### config.mk
export PLATFORM = sky130hd
export DESIGN_NAME = cgpio_port
export DESIGN_NICKNAME = d
export VERILOG_FILES = /design/src/hw/cgpio_pkg.sv /design/src/hw/cgpio_pin_drv.sv /design/src/hw/cgpio_port.sv
export VERILOG_INCLUDE_DIRS = /design/src /design/src/hw
export SDC_FILE = /design/constraint.sdc
export NUM_CORES = 1
export LEC_CHECK = 0
export CELL_PAD_IN_SITES_DETAIL_PLACEMENT = 1
export CELL_PAD_IN_SITES_GLOBAL_PLACEMENT = 2
export CORE_ASPECT_RATIO = 0.8
export CORE_MARGIN = 8
export CORE_UTILIZATION = 40
export DETAILED_ROUTE_END_ITERATION = 12
export DONT_BUFFER_PORTS = 1
export GPL_TIMING_DRIVEN = 0
export PLACE_DENSITY = 0.85
export SETUP_SLACK_MARGIN = 0.2
export SYNTH_ARGS = -nofsm -noshare
export SYNTH_HDL_FRONTEND = slang
export SYNTH_SLANG_ARGS = --single-unit
### constraint.sdc
create_clock -name clk_i -period 4 [get_ports clk_i]
set_input_delay 1.2 -clock clk_i [delete_from_list [all_inputs] [get_ports clk_i]]
set_output_delay 1.2 -clock clk_i [all_outputs]
set_load 0.01 [all_outputs]
### src/hw/cgpio_regs.svh
// Register offsets, field positions, reset values and timing counts of the pin port
`ifndef CGPIO_REGS_SVH
`define CGPIO_REGS_SVH
`define CGPIO_OFF_CMD 8'h00
`define CGPIO_OFF_ARG 8'h04
`define CGPIO_OFF_RESP 8'h08
`define CGPIO_OFF_STAT 8'h0C
`define CGPIO_OFF_BOOT 8'h10
`define CGPIO_CMD_SET 8'h22
`define CGPIO_CMD_READ 8'h23
`define CGPIO_ACK_BIT 8'h40
`define CGPIO_NUM_PINS 8'h05
`define CGPIO_VAL_HIGH 8'h64
`define CGPIO_FUNC_BIT 3
`define CGPIO_S_BIT 0
`define CGPIO_F_BIT 1
`define CGPIO_R_BIT 2
`define CGPIO_SAMPLE_HZ 32
`define CGPIO_PWM_HZ 100
`define CGPIO_CLK_HZ 200000000
`define CGPIO_SAMPLE_CYC (`CGPIO_CLK_HZ / `CGPIO_SAMPLE_HZ)
`define CGPIO_PWM_STEP_CYC (`CGPIO_CLK_HZ / (`CGPIO_PWM_HZ * 100))
`define CGPIO_CFG_RST0 4'h2
`define CGPIO_CFG_RST1 4'h3
`define CGPIO_CFG_RST2 4'h2
`define CGPIO_CFG_RST3 4'h2
`define CGPIO_CFG_RST4 4'h3
`endif

### src/hw/cgpio_pkg.sv
// Types of the command driven pin port
package cgpio_pkg;
  typedef enum logic [2:0] {
    CGPIO_DM_UP_RDN = 3'b000,
    CGPIO_DM_STRONG = 3'b001,
    CGPIO_DM_HIZ = 3'b010,
    CGPIO_DM_RUP_DN = 3'b011,
    CGPIO_DM_SUP_Z = 3'b100,
    CGPIO_DM_SLOW = 3'b101,
    CGPIO_DM_RSVD = 3'b110,
    CGPIO_DM_Z_SDN = 3'b111
  } cgpio_drive_type;
endpackage : cgpio_pkg

### src/hw/cgpio_pin_drv.sv
// Per-pin PWM generator and drive-mode decoder
`timescale 1ns/100ps
`default_nettype none
`include "cgpio_regs.svh"
module cgpio_pin_drv (
  // Clock
  input wire logic clk_i,
  input wire logic rst_i,
  input wire logic ce_i,
  input wire logic step_i,
  // Setting
  input wire logic [7:0] value_i,
  input wire logic [2:0] mode_i,
  input wire logic user_i,
  input wire logic dflt_o_i,
  input wire logic dflt_oe_i,
  // Pin
  output logic pin_o,
  output logic pin_oe_o,
  output logic pull_up_o,
  output logic pull_dn_o,
  output logic slow_o
);
  logic [6:0] phase_r;
  logic [6:0] phase_nxt;
  logic lvl_r, lvl_nxt;
  logic oe_r, oe_nxt, o_r, o_nxt, pu_r, pu_nxt, pd_r, pd_nxt, sl_r, sl_nxt;

  always_comb begin
    phase_nxt = phase_r;
    if (step_i) begin
      phase_nxt = (phase_r == 7'h63) ? 7'h00 : phase_r + 7'h01;
    end
    // RL6 duty decode
    if (value_i == 8'h00) begin
      lvl_nxt = 1'b0;
    end else if (value_i >= `CGPIO_VAL_HIGH) begin
      lvl_nxt = 1'b1;
    end else begin
      lvl_nxt = ({1'b0, phase_r} < value_i);
    end
    o_nxt = lvl_r;
    oe_nxt = 1'b0;
    pu_nxt = 1'b0;
    pd_nxt = 1'b0;
    sl_nxt = 1'b0;
    // RL7 drive modes
    unique case (cgpio_pkg::cgpio_drive_type'(mode_i))
      cgpio_pkg::CGPIO_DM_UP_RDN: begin
        oe_nxt = lvl_r;
        pd_nxt = ~lvl_r;
      end
      cgpio_pkg::CGPIO_DM_STRONG: oe_nxt = 1'b1;
      cgpio_pkg::CGPIO_DM_HIZ: oe_nxt = 1'b0;
      cgpio_pkg::CGPIO_DM_RUP_DN: begin
        oe_nxt = ~lvl_r;
        pu_nxt = lvl_r;
      end
      cgpio_pkg::CGPIO_DM_SUP_Z: begin
        oe_nxt = lvl_r;
        sl_nxt = 1'b1;
      end
      cgpio_pkg::CGPIO_DM_SLOW: begin
        oe_nxt = 1'b1;
        sl_nxt = 1'b1;
      end
      cgpio_pkg::CGPIO_DM_Z_SDN: begin
        oe_nxt = ~lvl_r;
        sl_nxt = 1'b1;
      end
      default: oe_nxt = 1'b0;
    endcase
    // RL9 default function takes the pin
    if (!user_i) begin
      o_nxt = dflt_o_i;
      oe_nxt = dflt_oe_i;
      pu_nxt = 1'b0;
      pd_nxt = 1'b0;
      sl_nxt = 1'b0;
    end
  end

  always_ff @(posedge clk_i) begin
    if (rst_i) begin
      phase_r <= 7'h00;
      lvl_r <= 1'b0;
      o_r <= 1'b0;
      oe_r <= 1'b0;
      pu_r <= 1'b0;
      pd_r <= 1'b0;
      sl_r <= 1'b0;
    end else if (ce_i) begin
      phase_r <= phase_nxt;
      lvl_r <= lvl_nxt;
      o_r <= o_nxt;
      oe_r <= oe_nxt;
      pu_r <= pu_nxt;
      pd_r <= pd_nxt;
      sl_r <= sl_nxt;
    end
  end

  assign pin_o = o_r;
  assign pin_oe_o = oe_r;
  assign pull_up_o = pu_r;
  assign pull_dn_o = pd_r;
  assign slow_o = sl_r;

  // RL6 constant high holds
  a_const_high: assert property (@(posedge clk_i) disable iff (rst_i) // RL6
    (ce_i && value_i == `CGPIO_VAL_HIGH) |=> lvl_r)
    else $error("value 100 did not give constant high");
endmodule : cgpio_pin_drv
`default_nettype wire

### src/hw/cgpio_port.sv
// Command driven five-pin port with 32 Hz sampling, edge flags and PWM
// Operation
// RL1: Five pins indexed 0 to 4; indices 5 to 255 select nothing.
// RL2: Every pin sampled continuously at 32 Hz regardless of host requests.
// RL3: Per pin, rising and falling edges remembered since that pin's last query.
// RL4: Level and edges derived only from periodic samples, so bounce is hidden.
// RL5: Set command 34 takes two bytes, or three to also configure.
// RL6: Value 0 low, 1-99 PWM duty at 100 Hz, 100 high, rest invalid.
// RL7: Three-bit drive mode selects drive for output high and low.
// RL8: Host never writes reserved drive mode 110.
// RL9: Function bit 0 gives default pin use, 1 gives user control.
// RL10: Host writes zeros into configuration bits above the function bit.
// RL11: Accepted set answered with type 34 ORed 0x40, no data.
// RL12: Read answer: index, then level, falling flag, rising flag in low bits.
// RL13: Edge flags set on any edge since last poll, restart after report.
// RL14: Reported level is the sampled pin, not the requested output.
// RL15: Sampling free-runs; pulses between two samples go unseen.
// RL16: Third answer byte is the requested value 0 to 100 as written.
// RL17: Fourth answer byte is function and drive mode, reserved bits zero.
// RL18: Pins 1-3 default to host power functions, pin 4 one-wire bus.
// RL19: Pin configuration is saved to boot state and restored at reset; here reset reloads the fixed defaults into both instead.
// RL20: Read command carries pin index; answer type is command ORed 0x40.
`timescale 1ns/100ps
`default_nettype none
`include "cgpio_regs.svh"
module cgpio_port #(
  parameter int SAMPLE_CYC = `CGPIO_SAMPLE_CYC,
  parameter int PWM_STEP_CYC = `CGPIO_PWM_STEP_CYC
) (
  // Clock and reset
  input wire logic clk_i,
  input wire logic rst_i,
  input wire logic ce_i,
  // Wishbone slave
  input wire logic cyc_i,
  input wire logic stb_i,
  input wire logic we_i,
  input wire logic [7:0] adr_i,
  input wire logic [3:0] sel_i,
  input wire logic [31:0] dat_i,
  output logic [31:0] dat_o,
  output logic ack_o,
  // Pins
  input wire logic [4:0] pin_i,
  output logic [4:0] pin_o,
  output logic [4:0] pin_oe_o,
  output logic [4:0] pull_up_o,
  output logic [4:0] pull_dn_o,
  output logic [4:0] slow_o,
  // Default functions
  input wire logic [4:0] dflt_o_i,
  input wire logic [4:0] dflt_oe_i
);
  logic [4:0] sync1_r, sync2_r;
  logic [31:0] samp_cnt_r, samp_cnt_nxt;
  logic [31:0] step_cnt_r, step_cnt_nxt;
  logic step_r, step_nxt, tick;
  logic [4:0] lvl_r, lvl_nxt, rise_r, rise_nxt, fall_r, fall_nxt;
  logic [7:0] val_r [5];
  logic [7:0] val_nxt [5];
  logic [3:0] cfg_r [5];
  logic [3:0] cfg_nxt [5];
  logic [3:0] boot_r [5];
  logic [3:0] boot_nxt [5];
  logic [31:0] arg_r, arg_nxt, resp_r, resp_nxt, dat_nxt;
  logic [7:0] rtype_r, rtype_nxt;
  logic ack_nxt;
  logic wr, rd;
  logic cmd_go, poll0;

  function automatic logic [3:0] cfg_default(input int idx);
    case (idx)
      0: cfg_default = `CGPIO_CFG_RST0;
      1: cfg_default = `CGPIO_CFG_RST1;
      2: cfg_default = `CGPIO_CFG_RST2;
      3: cfg_default = `CGPIO_CFG_RST3;
      default: cfg_default = `CGPIO_CFG_RST4;
    endcase
  endfunction : cfg_default

  // Pins come from outside the clock domain
  always_ff @(posedge clk_i) begin
    if (rst_i) begin
      sync1_r <= 5'h00;
      sync2_r <= 5'h00;
    end else if (ce_i) begin
      sync1_r <= pin_i;
      sync2_r <= sync1_r;
    end
  end

  assign tick = (samp_cnt_r == 32'(SAMPLE_CYC - 1));
  assign wr = cyc_i && stb_i && we_i && !ack_o;
  assign rd = cyc_i && stb_i && !ack_o;
  // Command strobes watched by the checks
  assign cmd_go = wr && sel_i == 4'hF && adr_i == `CGPIO_OFF_CMD
                  && arg_r[7:0] < `CGPIO_NUM_PINS;
  assign poll0 = cmd_go && dat_i[7:0] == `CGPIO_CMD_READ && arg_r[2:0] == 3'h0;

  always_comb begin
    // RL2 free-running 32 Hz sampler
    samp_cnt_nxt = tick ? 32'h00000000 : samp_cnt_r + 32'h00000001;
    step_nxt = (step_cnt_r == 32'(PWM_STEP_CYC - 1));
    step_cnt_nxt = step_nxt ? 32'h00000000 : step_cnt_r + 32'h00000001;
    lvl_nxt = lvl_r;
    rise_nxt = rise_r;
    fall_nxt = fall_r;
    arg_nxt = arg_r;
    resp_nxt = resp_r;
    rtype_nxt = rtype_r;
    for (int i = 0; i < 5; i++) begin
      val_nxt[i] = val_r[i];
      cfg_nxt[i] = cfg_r[i];
      boot_nxt[i] = boot_r[i];
    end
    // RL4 level and edges only from periodic samples
    // RL15 anything between two samples is lost
    if (tick) begin
      // RL14 report the real pin level
      lvl_nxt = sync2_r;
      // RL3 edges accumulate until polled
      rise_nxt = rise_r | (sync2_r & ~lvl_r);
      fall_nxt = fall_r | (~sync2_r & lvl_r);
    end
    if (wr && sel_i == 4'hF) begin
      unique case (adr_i)
        `CGPIO_OFF_ARG: arg_nxt = dat_i;
        `CGPIO_OFF_BOOT: begin
          // RL19 store configuration as boot state
          for (int i = 0; i < 5; i++) begin
            boot_nxt[i] = cfg_r[i];
          end
        end
        `CGPIO_OFF_CMD: begin
          // RL1 reserved indices select nothing
          if (arg_r[7:0] < `CGPIO_NUM_PINS) begin
            // RL5 set with two or three bytes
            if (dat_i[7:0] == `CGPIO_CMD_SET && arg_r[7:0] <= `CGPIO_VAL_HIGH + 8'h00
                && arg_r[15:8] <= `CGPIO_VAL_HIGH) begin
              val_nxt[arg_r[2:0]] = arg_r[15:8];
              if (dat_i[15:8] == 8'h03) begin
                cfg_nxt[arg_r[2:0]] = arg_r[19:16];
              end
              // RL11 acknowledge with no data
              rtype_nxt = `CGPIO_CMD_SET | `CGPIO_ACK_BIT;
              resp_nxt = 32'h00000000;
            end else if (dat_i[7:0] == `CGPIO_CMD_READ) begin
              // RL20 read answer type
              rtype_nxt = `CGPIO_CMD_READ | `CGPIO_ACK_BIT;
              // RL12 index then status byte
              // RL16 requested value
              // RL17 function and mode, upper bits zero
              resp_nxt = {4'h0, cfg_r[arg_r[2:0]], val_r[arg_r[2:0]],
                          5'h00, rise_nxt[arg_r[2:0]], fall_nxt[arg_r[2:0]],
                          lvl_nxt[arg_r[2:0]], arg_r[7:0]};
              // RL13 flags restart after report
              // A sample landing now is already in this report, so nothing is lost
              rise_nxt[arg_r[2:0]] = 1'b0;
              fall_nxt[arg_r[2:0]] = 1'b0;
            end
          end
        end
        default: ;
      endcase
    end
    dat_nxt = 32'h00000000;
    unique case (adr_i)
      `CGPIO_OFF_ARG: dat_nxt = arg_r;
      `CGPIO_OFF_RESP: dat_nxt = resp_r;
      `CGPIO_OFF_STAT: dat_nxt = {17'h00000, fall_r, rise_r, rtype_r[4:0]} ^
                                 {24'h000000, rtype_r & 8'hE0};
      `CGPIO_OFF_CMD: dat_nxt = {24'h000000, rtype_r};
      // Boot copy reads back so a store can be confirmed
      `CGPIO_OFF_BOOT: dat_nxt = {12'h000, boot_r[4], boot_r[3], boot_r[2], boot_r[1],
                                  boot_r[0]};
      default: dat_nxt = 32'h00000000;
    endcase
    ack_nxt = rd;
  end

  always_ff @(posedge clk_i) begin
    if (rst_i) begin
      samp_cnt_r <= 32'h00000000;
      step_cnt_r <= 32'h00000000;
      step_r <= 1'b0;
      lvl_r <= 5'h00;
      rise_r <= 5'h00;
      fall_r <= 5'h00;
      arg_r <= 32'h00000000;
      resp_r <= 32'h00000000;
      rtype_r <= 8'h00;
      dat_o <= 32'h00000000;
      ack_o <= 1'b0;
      for (int i = 0; i < 5; i++) begin
        val_r[i] <= 8'h00;
        // RL18 default functions at reset
        // RL19 boot state not restored; cfg_r and boot_r both take cfg_default
        // Boot copy is volatile, so reset reloads the defaults
        cfg_r[i] <= cfg_default(i);
        boot_r[i] <= cfg_default(i);
      end
    end else if (ce_i) begin
      samp_cnt_r <= samp_cnt_nxt;
      step_cnt_r <= step_cnt_nxt;
      step_r <= step_nxt;
      lvl_r <= lvl_nxt;
      rise_r <= rise_nxt;
      fall_r <= fall_nxt;
      arg_r <= arg_nxt;
      resp_r <= resp_nxt;
      rtype_r <= rtype_nxt;
      dat_o <= dat_nxt;
      ack_o <= ack_nxt;
      for (int i = 0; i < 5; i++) begin
        val_r[i] <= val_nxt[i];
        cfg_r[i] <= cfg_nxt[i];
        boot_r[i] <= boot_nxt[i];
      end
    end
  end

  for (genvar g = 0; g < 5; g++) begin : g_pin
    cgpio_pin_drv u_drv (
      .clk_i(clk_i),
      .rst_i(rst_i),
      .ce_i(ce_i),
      .step_i(step_r),
      .value_i(val_r[g]),
      .mode_i(cfg_r[g][2:0]),
      .user_i(cfg_r[g][`CGPIO_FUNC_BIT]),
      .dflt_o_i(dflt_o_i[g]),
      .dflt_oe_i(dflt_oe_i[g]),
      .pin_o(pin_o[g]),
      .pin_oe_o(pin_oe_o[g]),
      .pull_up_o(pull_up_o[g]),
      .pull_dn_o(pull_dn_o[g]),
      .slow_o(slow_o[g])
    );
  end

  // Sampling and edge flags
  a_level_hold: assert property (@(posedge clk_i) disable iff (rst_i) // RL4
    (ce_i && !tick) |=> $stable(lvl_r)) else $error("level moved off a sample");

  a_level_take: assert property (@(posedge clk_i) disable iff (rst_i) // RL14
    (ce_i && tick) |=> (lvl_r == $past(sync2_r))) else $error("level is not the sampled pin");

  a_rise_sets: assert property (@(posedge clk_i) disable iff (rst_i) // RL3
    (ce_i && tick && sync2_r[0] && !lvl_r[0] && !poll0) |=> rise_r[0])
    else $error("rising edge not latched");

  a_fall_sets: assert property (@(posedge clk_i) disable iff (rst_i) // RL13
    (ce_i && tick && !sync2_r[0] && lvl_r[0] && !poll0) |=> fall_r[0])
    else $error("falling edge not latched");

  a_poll_clear: assert property (@(posedge clk_i) disable iff (rst_i) // RL13
    (ce_i && poll0) |=> (!rise_r[0] && !fall_r[0]))
    else $error("edge flags not restarted after a poll");

  a_sample_tick: assert property (@(posedge clk_i) disable iff (rst_i) // RL2
    (ce_i && tick) |=> (samp_cnt_r == 32'h0)) else $error("sampler not periodic");

  // Command decoding
  a_rsvd_index: assert property (@(posedge clk_i) disable iff (rst_i) // RL1
    (ce_i && wr && sel_i == 4'hF && adr_i == 8'h00 && arg_r[7:0] > 8'h04)
    |=> $stable(rtype_r)) else $error("reserved index answered");

  a_rsvd_value: assert property (@(posedge clk_i) disable iff (rst_i) // RL6
    (ce_i && cmd_go && dat_i[7:0] == `CGPIO_CMD_SET && arg_r[2:0] == 3'h0
     && arg_r[15:8] > `CGPIO_VAL_HIGH) |=> ($stable(rtype_r) && $stable(val_r[0])))
    else $error("invalid value taken");

  a_value_only: assert property (@(posedge clk_i) disable iff (rst_i) // RL5
    (ce_i && cmd_go && dat_i[15:0] == {8'h02, `CGPIO_CMD_SET} && arg_r[2:0] == 3'h0)
    |=> $stable(cfg_r[0])) else $error("two-byte set changed the configuration");

  a_cfg_set: assert property (@(posedge clk_i) disable iff (rst_i) // RL5
    (ce_i && cmd_go && dat_i[15:0] == {8'h03, `CGPIO_CMD_SET} && arg_r[2:0] == 3'h0
     && arg_r[15:8] <= `CGPIO_VAL_HIGH) |=> (cfg_r[0] == $past(arg_r[19:16])))
    else $error("three-byte set did not configure");

  a_set_ack: assert property (@(posedge clk_i) disable iff (rst_i) // RL11
    (ce_i && wr && sel_i == 4'hF && adr_i == 8'h00 && dat_i[7:0] == 8'h22
     && arg_r[7:0] < 8'h05 && arg_r[15:8] <= 8'h64)
    |=> (rtype_r == 8'h62 && resp_r == 32'h0)) else $error("set ack wrong");

  a_read_type: assert property (@(posedge clk_i) disable iff (rst_i) // RL20
    (ce_i && wr && sel_i == 4'hF && adr_i == 8'h00 && dat_i[7:0] == 8'h23
     && arg_r[7:0] < 8'h05) |=> (rtype_r == 8'h63 && resp_r[31:28] == 4'h0))
    else $error("read answer wrong");

  a_read_value: assert property (@(posedge clk_i) disable iff (rst_i) // RL16
    (ce_i && poll0) |=> (resp_r[23:16] == $past(val_r[0])))
    else $error("read did not return the requested value");

  // Bus and boot copy
  a_bus_ack: assert property (@(posedge clk_i) disable iff (rst_i) // RL20
    (ce_i && cyc_i && stb_i && !ack_o) |=> ack_o) else $error("no ack");

  a_ack_pulse: assert property (@(posedge clk_i) disable iff (rst_i) // RL20
    (ce_i && ack_o) |=> !ack_o) else $error("ack held past one cycle");

  a_boot_store: assert property (@(posedge clk_i) disable iff (rst_i) // RL19
    (ce_i && wr && sel_i == 4'hF && adr_i == `CGPIO_OFF_BOOT)
    |=> (boot_r[0] == $past(cfg_r[0]))) else $error("configuration not stored");
endmodule : cgpio_port
`default_nettype wire

Word level (Yosys, flattened, before mapping)
Memories as Yosys holds them, arrays and structs flattened. A register that Yosys moved wholly into a read port is not among the register bits.
Index checks and enable logic that the tools add are counted.
- bits in registers: 260
- memory bits (writable): 80
- bits of input ports: 65
- output and inout bits: 58
- word-level logic and storage cells: 322
- memories: 3
- memories (name ; words ; width ; rd ports ; clocked after Yosys merged registers in ; wr ports ; RTL line ; source):
    val_r ; 5 ; 8 ; 6 ; 1 ; 5 ; cgpio_port.sv:59 ; logic [7:0] val_r [5];
    boot_r ; 5 ; 4 ; 5 ; 0 ; 5 ; cgpio_port.sv:63 ; logic [3:0] boot_r [5];
    cfg_r ; 5 ; 4 ; 6 ; 1 ; 5 ; cgpio_port.sv:61 ; logic [3:0] cfg_r [5];
- add/subtract/negate cells: 7
- $lt $le $gt $ge: 17
- equality and inequality tests: 40
- multiplexer cells: 131
- bitwise gates (word level): 31
- reductions and logical operators: 45
- operator list (kind ; number):
    $mux 40 ; 4
    $pmux 32 s5 ; 1
    $mux 20 ; 7
    $mux 32 ; 4
    $mux 5 ; 13
    $add 32x1->32 const B ; 2
    $mux 8 ; 8
    $mux 1 ; 59
    $mux 4 ; 13
    $logic_not 8->1 ; 6
    $eq 3x3->1 const B ; 15
    $bwmux 40 ; 1
    $ge 8x7->1 const B ; 5
    $lt 7x8->1 ; 5
    $add 7x1->7 const B ; 5
    $eq 7x7->1 const B ; 5
    $mux 7 ; 5
    $eq 32x15->1 const B ; 1
    $eq 32x23->1 const B ; 1
    $reduce_or 2->1 ; 15
    $demux 8 s3 ; 1
    $and 5x5->5 ; 4
    $bwmux 20 ; 1
    $eq 8x4->1 const B ; 2
    other kinds (32) ; 88

Logic depth before layout (Yosys ltp)
Gate-level depths: netlist of run 1.
- word-level depth: 12
- depth in mapped cells: 9
- gate-level depth less buffers: 7

By module
From an unflattened synthesis of run 1, not the netlist that was laid out.
- cells, all modules: 1745
- area total of the unflattened synthesis: 15582.4 um^2
- by module, submodules not included (module ; instances ; cells each ; area each (um^2) ; seq. area each (um^2)):
    cgpio_port ; 1 ; 1270 ; 11728.7 ; 6065.8
    cgpio_pin_drv ; 5 ; 95 ; 770.7 ; 260.2

Worst setup path after synthesis of run 1
Ideal clock, no wire load.
- path type: in2reg
- start point: in adr_i[1]
- end point: mem cfg_r[0][0] (enable)
- library setup time: 401 ps
- data arrival time: 3349 ps
- required time: 3599 ps
- setup slack: 250 ps
- stages: 5
- buffers on the path: 0
- cell sequence: nor3_1 nand3_1 or3_1 or2_2 o21bai_1
- RTL lines (what ; RTL line ; source):
    start, declared ; cgpio_port.sv:38 ; input wire logic [7:0] adr_i,
    end, declared ; cgpio_port.sv:61 ;

==> reports/metrics.cfg, run 1 <==
[run_status]
status = finished, final reports clean

[synthesis]
yosysSeqAreaShare = 0.475
synth_warnings = 0
syn_inst = 1727
syn_nets = 1829
ys.flop_type = dfxtp_1
syn-cell-area_um2 = 15500
syn_area_per_cell_um2 = 8.99
ys_ff_latch = 328
ys_types = 67
synth_edf_count = 80
synthArstFlopShare = 0

[timing]
slew_viol_final = 0
finalHoldViolCount = 0
fmax_mhz = 276
worst_hold_slack_ns = 0.440
layout_min_cycle_time_ns = 3.63
rsz0062_at_grt = no
setup_ws_ns = 0.375
slew_headroom = 0.0716
fin_crit_sh = 0.906
worst_pin_slew_ns = 1.39
tns_ns = 0
setup_viol = 0
finalClockSkew_ns = 0.0178

[die]
io_pins = 123
coreArea_um2 = 38300
fp.dieW_um = 236
initial_core_util = 0.406
die_h_um = 192
rows = 64
fp.dieArea_um2 = 45400

[final_layout]
fin_nets = 1870
area_growth_pct = 12.2
finalInstanceArea_um2 = 17400
fillers = 4452
final_core_util = 0.455
layout_commonest_cell = nand2_1
layout_common_cells = nand2_1 (310), dfxtp_1 (248), nor2_1 (185)
multi_input_area_um2 = 7420
stdcell_count = 2294
seq_area_um2 = 7370
drive_above_1_share = 0.0740

[drt]
firstDrtPassIters = 6
drt_wl_total_mm = 54.5
wire_per_inst_um = 23.8
via_per_inst = 5.81
num_vias = 13325
drt_iter0_drc = 1178
ant_nets = 0
drc = 0

[worst_setup_path]
slowest_stage = a21o_1
worstPathArrival_ns = 3.78
startpoint_type = input pin
r2r_setup_slack_ns = 0.84
crit_chain = clkbuf_1 -> or2_2 -> clkbuf_1 -> nor3_2 -> clkbuf_1 -> a21o_1
slowest_delay_ns = 0.75
path_buf_inv = 3
path_max_fanout = 20
cp-end-kind = flop
path_class = input pin to flop
critical-path-top-delay-family = simple AND/OR/NAND/NOR gates
crit_required_ns = 4.16
cp_common_cell = clkbuf_1

[global_routing]
grt_pass1_wl_mm = 82.2
antenna_found_initial = 6
grt_pass1_vias = 13443
grt_max_degree = 35
track_usage = 0.234
gr-total-overflow = 0

[clock_tree]
cts_sinks = 328
clock-root-buffer = clkbuf_16
cts_resized = 0
clk_latency_ns = 0.54
post_cts_buffers = 0
cts_made_buffers = 37
clock_path_buffers = 3
hold_buffers = 0
clk_pin_slew_ns = 0.06
cts_tree = yes
htreeDepth = 2

[power_and_ir_drop]
p_per_area_nw_per_um2 = 419
power_mw = 7.30
vdd_ir_drop_max_mv = 0.245
p_leak_nw = 6.19

[job]
drv_cap = 0

[placement]
gp_congestion = 0.895
place_ws_ns = -0.0764
placed_area_um2 = 16200
io_buffer_count = 0
dp_cells = 2224
dp_hpwl_mm = 41.5

[min_path]
min_path_type = flop to flop

-- state kept, by name, summed over array words and instances (netlist names), 5 cells and up, named ones only --
signal / count
arg_r: 32
boot_r: 20
cfg_r: 20
dat_o: 32
fall_r: 5
g_pin.u_drv.lvl_r: 5
g_pin.u_drv.phase_r: 35
g_pin.u_drv.pin_o: 5
g_pin.u_drv.pin_oe_o: 5
g_pin.u_drv.pull_dn_o: 5
g_pin.u_drv.pull_up_o: 5
g_pin.u_drv.slow_o: 5
lvl_r: 5
resp_r: 23
rise_r: 5
samp_cnt_r: 32
step_cnt_r: 32
sync1_r: 5
sync2_r: 5
val_r: 40
-- cell families after synthesis --
logic type	Yosys count	synth area share
mux	75	0.0590
buf+inv	166	0.0480
xor+xnor	82	0.0463
flops	328	0.475
fa+ha+maj	37	0.0298
compound gates	302	0.122
simple gates	737	0.220
-- report_power, final --
group | switching [mW] | internal, mW
combinational | 0.200 | 0.0924
clock | 1.41 | 2.07
sequential | 0.0749 | 3.45
-- area by class of cell --
cell class | count | area share
Buffer | 120 | 0.0328
Timing Repair Buffer | 2 | 0.00201
Sequential cell | 328 | 0.423
Multi-Input combinational cell | 1233 | 0.426
Clock buffer | 59 | 0.0650
Inverter | 46 | 0.00991
Tap cell | 495 | 0.0355
Antenna cell | 2 | 0.000287
Clock inverter | 9 | 0.00546
-- path summary, 6_finish.rpt --
path	cells after the start	startpoint	end
worst max register to register	6	arg_r[0]	val_r[1][1]
worst min-delay path	2	resp_r[5]	resp_r[5]
worst max-delay path	6	adr_i[2]	boot_r[0][15]
worst min register to register	2	resp_r[5]	resp_r[5]
-- cell usage after synthesis, types with 9 or more instances --
cell type | instances | area, µm²
nand2_1 | 310 | 1160
dfxtp_1 | 248 | 4960
nor2_1 | 185 | 694
a21oi_1 | 132 | 661
edfxtp_1 | 80 | 2400
clkbuf_1 | 70 | 263
mux2i_1 | 60 | 601
xor2_1 | 50 | 438
inv_1 | 46 | 173
o21ai_0 | 44 | 220
nand3_1 | 41 | 205
ha_1 | 37 | 463
nand4_1 | 34 | 213
xnor2_1 | 32 | 280
buf_4 | 27 | 203
and2_1 | 26 | 163
nor3_1 | 25 | 125
nor2b_1 | 23 | 144
a22oi_1 | 19 | 143
a31oi_1 | 15 | 93.8
a211oi_1 | 14 | 105
buf_2 | 13 | 65.1
mux4_2 | 13 | 293
or3_1 | 13 | 81.3
a222oi_1 | 11 | 110
a22o_1 | 11 | 96.3
and3_1 | 10 | 62.6
o211ai_1 | 10 | 75.1
nor3b_1 | 9 | 67.6
nor4_1 | 9 | 56.3
-- per-layer routing --
layer / wire length, µm / global-route usage
met4: 1170 / 0.0560
met1: 25000 / 0.324
met2: 22900 / 0.351
met3: 5400 / 0.0751
met5: 35 / 0
-- worst reg2reg max path: stages, from the launching register on --
cell and delay [ns]:
dfxtp_1 0.31, clkbuf_1 0.30, clkbuf_1 0.43, nor3b_1 1.15, clkbuf_1 0.51, nand2_1 0.11
a21oi_1 0.18
(Power assumes the default switching activity.)
==> run 2, diff against run 1 <==
--- a/config.mk
+++ b/config.mk
@@ -11,6 +11,7 @@
 export CORE_ASPECT_RATIO = 0.8
 export CORE_MARGIN = 8
 export CORE_UTILIZATION = 40
+export CTS_CLUSTER_DIAMETER = 150
 export DETAILED_ROUTE_END_ITERATION = 12
 export DONT_BUFFER_PORTS = 1
 export GPL_TIMING_DRIVEN = 0
==> constraint.sdc (replaced) <==
create_clock -name clk_i -period 4 [get_ports clk_i]
set_input_delay 0.4 -clock clk_i [delete_from_list [all_inputs] [get_ports clk_i]]
set_output_delay 0.4 -clock clk_i [all_outputs]
set_load 0.01 [all_outputs]
==> run 2 against run 1 <==
Fmax rose by 16%. Critical endpoint is now val_r[1][1]. Worst setup slack improved by 0.51 ns. Sequential share of layout area fell by 0.50 points. Count of clock-buffer cells in the layout did not move. Critical path type is now flop to flop.
==> reports/metrics.cfg, run 2 (synthesized netlist as in run 1, its figures left out) <==
[timing]
finalHoldViolCount = 0  ; unchanged
fin_crit_sh = 0.779  ; was 0.906
slew_headroom = 0.0852  ; was 0.0716
fmax_mhz = 321  ; was 276 MHz
worst_pin_slew_ns = 1.37  ; was 1.39 ns
tns_ns = 0  ; unchanged
worst_hold_slack_ns = 0.0149  ; was 0.440 ns
layout_min_cycle_time_ns = 3.12  ; was 3.63 ns
rsz0062_at_grt = no  ; unchanged
finalClockSkew_ns = 0.0164  ; was 0.0178 ns
setup_viol = 0  ; unchanged
slew_viol_final = 0  ; unchanged

[placement]
dp_hpwl_mm = 41.5  ; unchanged
gp_congestion = 0.895  ; unchanged
io_buffer_count = 0  ; unchanged

[global_routing]
gr-total-overflow = 0  ; unchanged
grt_use_met3 = 0.0740  ; was 0.0751
top_usage_layer = met2  ; unchanged
grt_max_degree = 35  ; unchanged
antenna_found_initial = 6  ; unchanged
grtUsageMet2 = 0.355  ; was 0.351
track_usage = 0.236  ; was 0.234
grt_pass1_vias = 13569  ; was 13443
grt_pass1_wl_mm = 82.8  ; was 82.2 mm
use_met1 = 0.327  ; was 0.324

[worst_setup_path]
crit_required_ns = 4.37  ; was 4.16 ns
cp-end-kind = flop  ; unchanged
rr_worst_depth = 6  ; unchanged
path_max_fanout = 10  ; was 20
r2r_end = val_r[1][1]  ; unchanged
path_class = flop to flop  ; was input pin to flop
r2r_setup_slack_ns = 0.88  ; was 0.84 ns
startpoint_type = flop  ; was input pin
worstPathArrival_ns = 3.49  ; was 3.78 ns
rr_startpoint = arg_r[0]  ; unchanged

[final_layout]
fin_nets = 1891  ; was 1870
area_growth_pct = 13.6  ; was 12.2%
layout_commonest_cell = nand2_1  ; unchanged
drive_above_1_share = 0.0732  ; was 0.0740
largest_register_ffs = 40  ; unchanged
top_register = val_r  ; unchanged
largestRegisters = val_r x40, g_pin.u_drv.phase_r x35  ; unchanged
layout_common_cells = nand2_1 (310), dfxtp_1 (248), nor2_1 (185)  ; unchanged

[power_and_ir_drop]
combPwrFrac = 0.042  ; was 0.040
p_switching_mw = 1.69  ; about the same
clkPwrFrac = 0.476  ; was 0.477
p_int_mw = 5.63  ; was 5.61 mW
swShare = 0.231  ; about the same
p_per_area_nw_per_um2 = 415  ; was 419 nW/µm²
p_leak_nw = 6.27  ; was 6.19 nW
seqPwrFrac = 0.482  ; was 0.483
vdd_ir_drop_max_mv = 0.245  ; about the same

[clock_tree]
post_cts_buffers = 0  ; unchanged
cts_made_buffers = 37  ; unchanged
clock_path_buffers = 3  ; unchanged
clk_latency_ns = 0.54  ; about the same
clock-root-buffer = clkbuf_16  ; unchanged
htreeDepth = 2  ; unchanged
cts_sinks = 328  ; unchanged
clk_pin_slew_ns = 0.06  ; about the same
cts_tree = yes  ; unchanged

[job]
drv_cap = 0  ; unchanged

[min_path]
min_path_type = input pin to flop  ; was flop to flop
min_from = dat_i[27]  ; was resp_r[5]
hold-path-cell-count = 2  ; unchanged
hold_end = arg_r[27]  ; was resp_r[5]

[die]
io_pins = 123  ; unchanged
fp.dieArea_um2 = 45400  ; unchanged
coreArea_um2 = 38300  ; unchanged
die_h_um = 192  ; unchanged
initial_core_util = 0.406  ; unchanged
fp.dieW_um = 236  ; unchanged
rows = 64  ; unchanged

[drt]
drt_wl_total_mm = 54.8  ; was 54.5 mm
drc = 0  ; unchanged
firstDrtPassIters = 6  ; unchanged
num_vias = 13457  ; was 13325
via_per_inst = 5.81  ; about the same
wire_per_inst_um = 23.7  ; was 23.8 µm
ant_nets = 0  ; unchanged
drt_iter0_drc = 1213  ; was 1178

[run_status]
status = finished, final reports clean  ; unchanged

[run 2: changes by cell type in the layout (fill, tap and decap cells not counted)]
cell           delta
dlygate4sd3_1    +21
[run 2: power groups by stage]
stage | Clock (mW) | Combinational [mW] | Sequential [mW]
detailed placement | 0 | 0.289 | 3.60
floorplan | 0 | 0.190 | 3.56
global placement | 0 | 0.276 | 3.59
finish | 3.48 | 0.311 | 3.53
global route | 3.68 | 0.338 | 3.53
CTS | 3.55 | 0.309 | 3.52
[run 2: worst max-delay path by stage]
stage                     startpoint             to  slack, ns
final                       arg_r[0]    val_r[1][1]       0.88
after global routing        arg_r[0]    val_r[1][1]       0.72
after CTS                   arg_r[0]    val_r[1][1]       0.96
after detailed placement    adr_i[2]  boot_r[0][15]       0.72
after global placement          ce_i    cfg_r[3][2]       0.27
after floorplan             adr_i[1]    cfg_r[0][0]       1.05
[run 2: worst max-delay path, stage by stage (launching register included)]
cell,delay (ns)
dfxtp_1,0.31
clkbuf_1,0.30
clkbuf_1,0.42
nor3b_1,1.14
clkbuf_1,0.50
nand2_1,0.11
a21oi_1,0.17
[run 2: layout make-up]
type                       instances  area, µm²
antenna                            2       5.00
buffer                           120        572
clock buffer                      59       1130
clock inverter                     9       95.1
fill                            4452      20600
inverter                          46        173
multi-input combinational       1233       7420
sequential                       328       7370
tap                              495        619
timing repair buffer              23        245
[run 2: timing repair]
| item | CTS | global route |
|---|---|---|
| hold buffers | 21 | 0 |
| resized for setup | 0 | 0 |
| setup endpoints to repair | 0 | 0 |
| endpoints found under the hold margin | 21 | 0 |
[run 2: metrics by stage]
stage	util	std cells	total power [mW]	instance area, µm²	setup WS (ns)
floorplan	-	1727	3.75	15500	1.05
global route	0.461	2315	7.55	17600	0.717
detailed placement	0.423	2224	3.88	16200	0.724
finish	0.461	2315	7.32	17600	0.882
global placement	0.422	2222	3.87	16100	0.269
CTS	0.461	2313	7.39	17600	0.964
[run 2: routing by layer]
layer / wire length (µm) / vias up / share of wire
li1: - / 6161 / -
met3: 5580 / 77 / 0.10
met1: 24700 / 6707 / 0.45
met2: 23200 / 506 / 0.42
met5: 35 / - / 0.00064
met4: 1180 / 6 / 0.022
==> run 3, diff against run 2 <==
--- a/config.mk
+++ b/config.mk
@@ -10,12 +10,12 @@
 export CELL_PAD_IN_SITES_GLOBAL_PLACEMENT = 2
 export CORE_ASPECT_RATIO = 0.8
 export CORE_MARGIN = 8
-export CORE_UTILIZATION = 40
+export CORE_UTILIZATION = 36
 export CTS_CLUSTER_DIAMETER = 150
 export DETAILED_ROUTE_END_ITERATION = 12
 export DONT_BUFFER_PORTS = 1
 export GPL_TIMING_DRIVEN = 0
-export PLACE_DENSITY = 0.85
+export PLACE_DENSITY = 0.81
 export SETUP_SLACK_MARGIN = 0.2
 export SYNTH_ARGS = -nofsm -noshare
 export SYNTH_HDL_FRONTEND = slang
==> constraint.sdc (replaced) <==
create_clock -name clk_i -period 2.75 [get_ports clk_i]
set_input_delay 0.275 -clock clk_i [delete_from_list [all_inputs] [get_ports clk_i]]
set_output_delay 0.275 -clock clk_i [all_outputs]
set_load 0.01 [all_outputs]
==> run 3 against run 2 <==
Register-to-register slack got worse by 0.60 ns. Final cell count increased by 3.9%. Hold slack improved by 0.051 ns. Power increased by 48%. Largest cell class unchanged. Critical path depth increased by 3. Sequential power increased by 45%. Global-route usage decreased by 1.7 points. Largest power group is now clock. Die area increased by 10%. Sequential share of layout area decreased by 1.2 points. Design area increased by 2.8%.
==> reports/metrics.cfg, run 3 (synthesized netlist as in run 1, its figures left out) <==
[run_status]
status = finished, final reports clean  ; unchanged

[final_layout]
fin_nets = 1918  ; was 1891
drive_above_1_share = 0.0921  ; was 0.0732
antenna_cells = 0  ; was 2
largestRegisters = val_r x40, g_pin.u_drv.phase_r x35  ; unchanged
largest_register_ffs = 40  ; unchanged
layout_common_cells = nand2_1 (310), dfxtp_1 (248), nor2_1 (183)  ; was nand2_1 (310), dfxtp_1 (248), nor2_1 (185)
area_growth_pct = 16.8  ; was 13.6%
layout_commonest_cell = nand2_1  ; unchanged
top_register = val_r  ; unchanged
finalInstanceArea_um2 = 18100  ; was 17600 µm²
stdcell_count = 2406  ; was 2315

[global_routing]
grt_pass1_wl_mm = 84.9  ; was 82.8 mm
antenna_found_initial = 4  ; was 6
grt_max_degree = 21  ; was 35
gr-total-overflow = 0  ; unchanged
grt_pass1_vias = 13676  ; was 13569
track_usage = 0.218  ; was 0.236

[timing]
slew_headroom = 0.255  ; was 0.0852
finalClockSkew_ns = 0.0224  ; was 0.0164 ns
fin_crit_sh = 0.898  ; was 0.779
rsz0062_at_grt = no  ; unchanged
tns_ns = 0  ; unchanged
worst_pin_slew_ns = 1.11  ; was 1.37 ns
finalHoldViolCount = 0  ; unchanged
setup_ws_ns = 0.280  ; was 0.882 ns
slew_viol_final = 0  ; unchanged
fmax_mhz = 405  ; was 321 MHz
setup_viol = 0  ; unchanged
layout_min_cycle_time_ns = 2.47  ; was 3.12 ns

[power_and_ir_drop]
vdd_ir_drop_max_mv = 0.446  ; was 0.245 mV
power_mw = 10.8  ; was 7.32 mW
p_leak_nw = 6.49  ; was 6.27 nW
p_per_area_nw_per_um2 = 598  ; was 415 nW/µm²

[placement]
place_ws_ns = -0.394  ; was 0.724 ns
io_buffer_count = 0  ; unchanged
dp_hpwl_mm = 40.3  ; was 41.5 mm
gp_congestion = 0.894  ; was 0.895
dp_cells = 2287  ; was 2224
placed_area_um2 = 16200  ; about the same

[die]
rows = 68  ; was 64
die_h_um = 202  ; was 192 µm
fp.dieArea_um2 = 50100  ; was 45400 µm²
io_pins = 123  ; unchanged
fp.dieW_um = 248  ; was 236 µm
coreArea_um2 = 42900  ; was 38300 µm²
initial_core_util = 0.362  ; was 0.406

[drt]
num_vias = 13570  ; was 13457
via_per_inst = 5.64  ; was 5.81
ant_nets = 0  ; unchanged
firstDrtPassIters = 6  ; unchanged
wire_per_inst_um = 23.1  ; was 23.7 µm
drc = 0  ; unchanged
drt_wl_total_mm = 55.6  ; was 54.8 mm
drt_iter0_drc = 1131  ; was 1213

[worst_setup_path]
cp-end-kind = flop  ; unchanged
slowest_stage = buf_1  ; was nor3b_1
slowest_delay_ns = 0.35  ; was 1.14 ns
path_buf_inv = 3  ; unchanged
path_class = flop to flop  ; unchanged
crit_chain = buf_1 -> nor3_1 -> nand3_1 -> a311o_1 -> a21oi_1 -> buf_4 -> buf_6 -> mux2i_1 -> nor2_1  ; was clkbuf_1 -> clkbuf_1 -> nor3b_1 -> clkbuf_1 -> nand2_1 -> a21oi_1
crit_required_ns = 3.17  ; was 4.37 ns
startpoint_type = flop  ; unchanged
worstPathArrival_ns = 2.89  ; was 3.49 ns
critical-path-top-delay-family = buffers and inverters  ; was simple AND/OR/NAND/NOR gates
path_max_fanout = 10  ; unchanged

[clock_tree]
cts_made_buffers = 38  ; was 37
clock-root-buffer = clkbuf_16  ; unchanged
clk_pin_slew_ns = 0.06  ; about the same
htreeDepth = 2  ; unchanged
cts_sinks = 328  ; unchanged
clk_latency_ns = 0.57  ; was 0.54 ns
cts_tree = yes  ; unchanged
clock_path_buffers = 3  ; unchanged

[job]
drv_cap = 0  ; unchanged

[min_path]
min_path_type = input pin to flop  ; unchanged

## run 3: cell count changes in the layout (fill, tap and decap cells not counted), moves of 2 or more
cell and delta:
dlygate4sd3_1 +18, clkbuf_1 -15, clkbuf_2 +9, buf_4 +5, clkinv_2 +3, clkinv_4 +3, diode_2 -2, inv_16 +2
nand2b_4 +2, nor2_1 -2, nor3b_4 +2, nor4_1 -2, nor4_4 +2, o21bai_4 +2
## run 3: power by group
part | internal (mW) | switching (mW)
logic | 0.178 | 0.306
registers | 5.02 | 0.113
clock network | 3.00 | 2.23
## run 3: routing by layer
metal / vias up / GRT usage / wire length (µm)
met5: - / 0 / 41
met4: 8 / 0.0575 / 1320
met3: 85 / 0.0388 / 3780
met2: 424 / 0.338 / 24800
met1: 6816 / 0.310 / 25600
li1: 6237 / - / -
## run 3: what timing repair did
action	CTS	global route
hold endpoints to repair	42	0
hold buffers	39	0
buffers inserted	3	4
gates resized for setup	17	29
setup endpoints to repair	151	165
gates cloned	2	1
pin swaps	3	2
## run 3: area by class of cell
class                   count  area (µm²)
clock buffers              53        1090
clock inverters            17         188
plain buffers             120         593
well taps                 560         701
multi-input cells        1236        7560
flip-flops and latches    328        7370
fillers                  4982       24700
repair buffers             46         468
inverters                  46         173
## run 3: path summary, 6_finish.rpt
path                           endpoint  slack (ns)                  start  cells past startpoint
setup / recovery             resp_r[21]        0.28              arg_r[15]                      9
hold / removal     g_pin[2].u_drv.pin_o        0.07            dflt_o_i[2]                      2
setup reg to reg             resp_r[21]        0.28              arg_r[15]                      9
hold reg to reg   g_pin[0].u_drv.slow_o        0.44  g_pin[0].u_drv.slow_o                      2
## run 3: through the flow
stage	hold slack, ns	utilization
after detailed placement	0.419	0.379
after CTS	0.0401	0.421
final	0.0659	0.423
after global routing	0.0587	0.423
after global placement	0.418	0.379
after floorplan	0.411	-
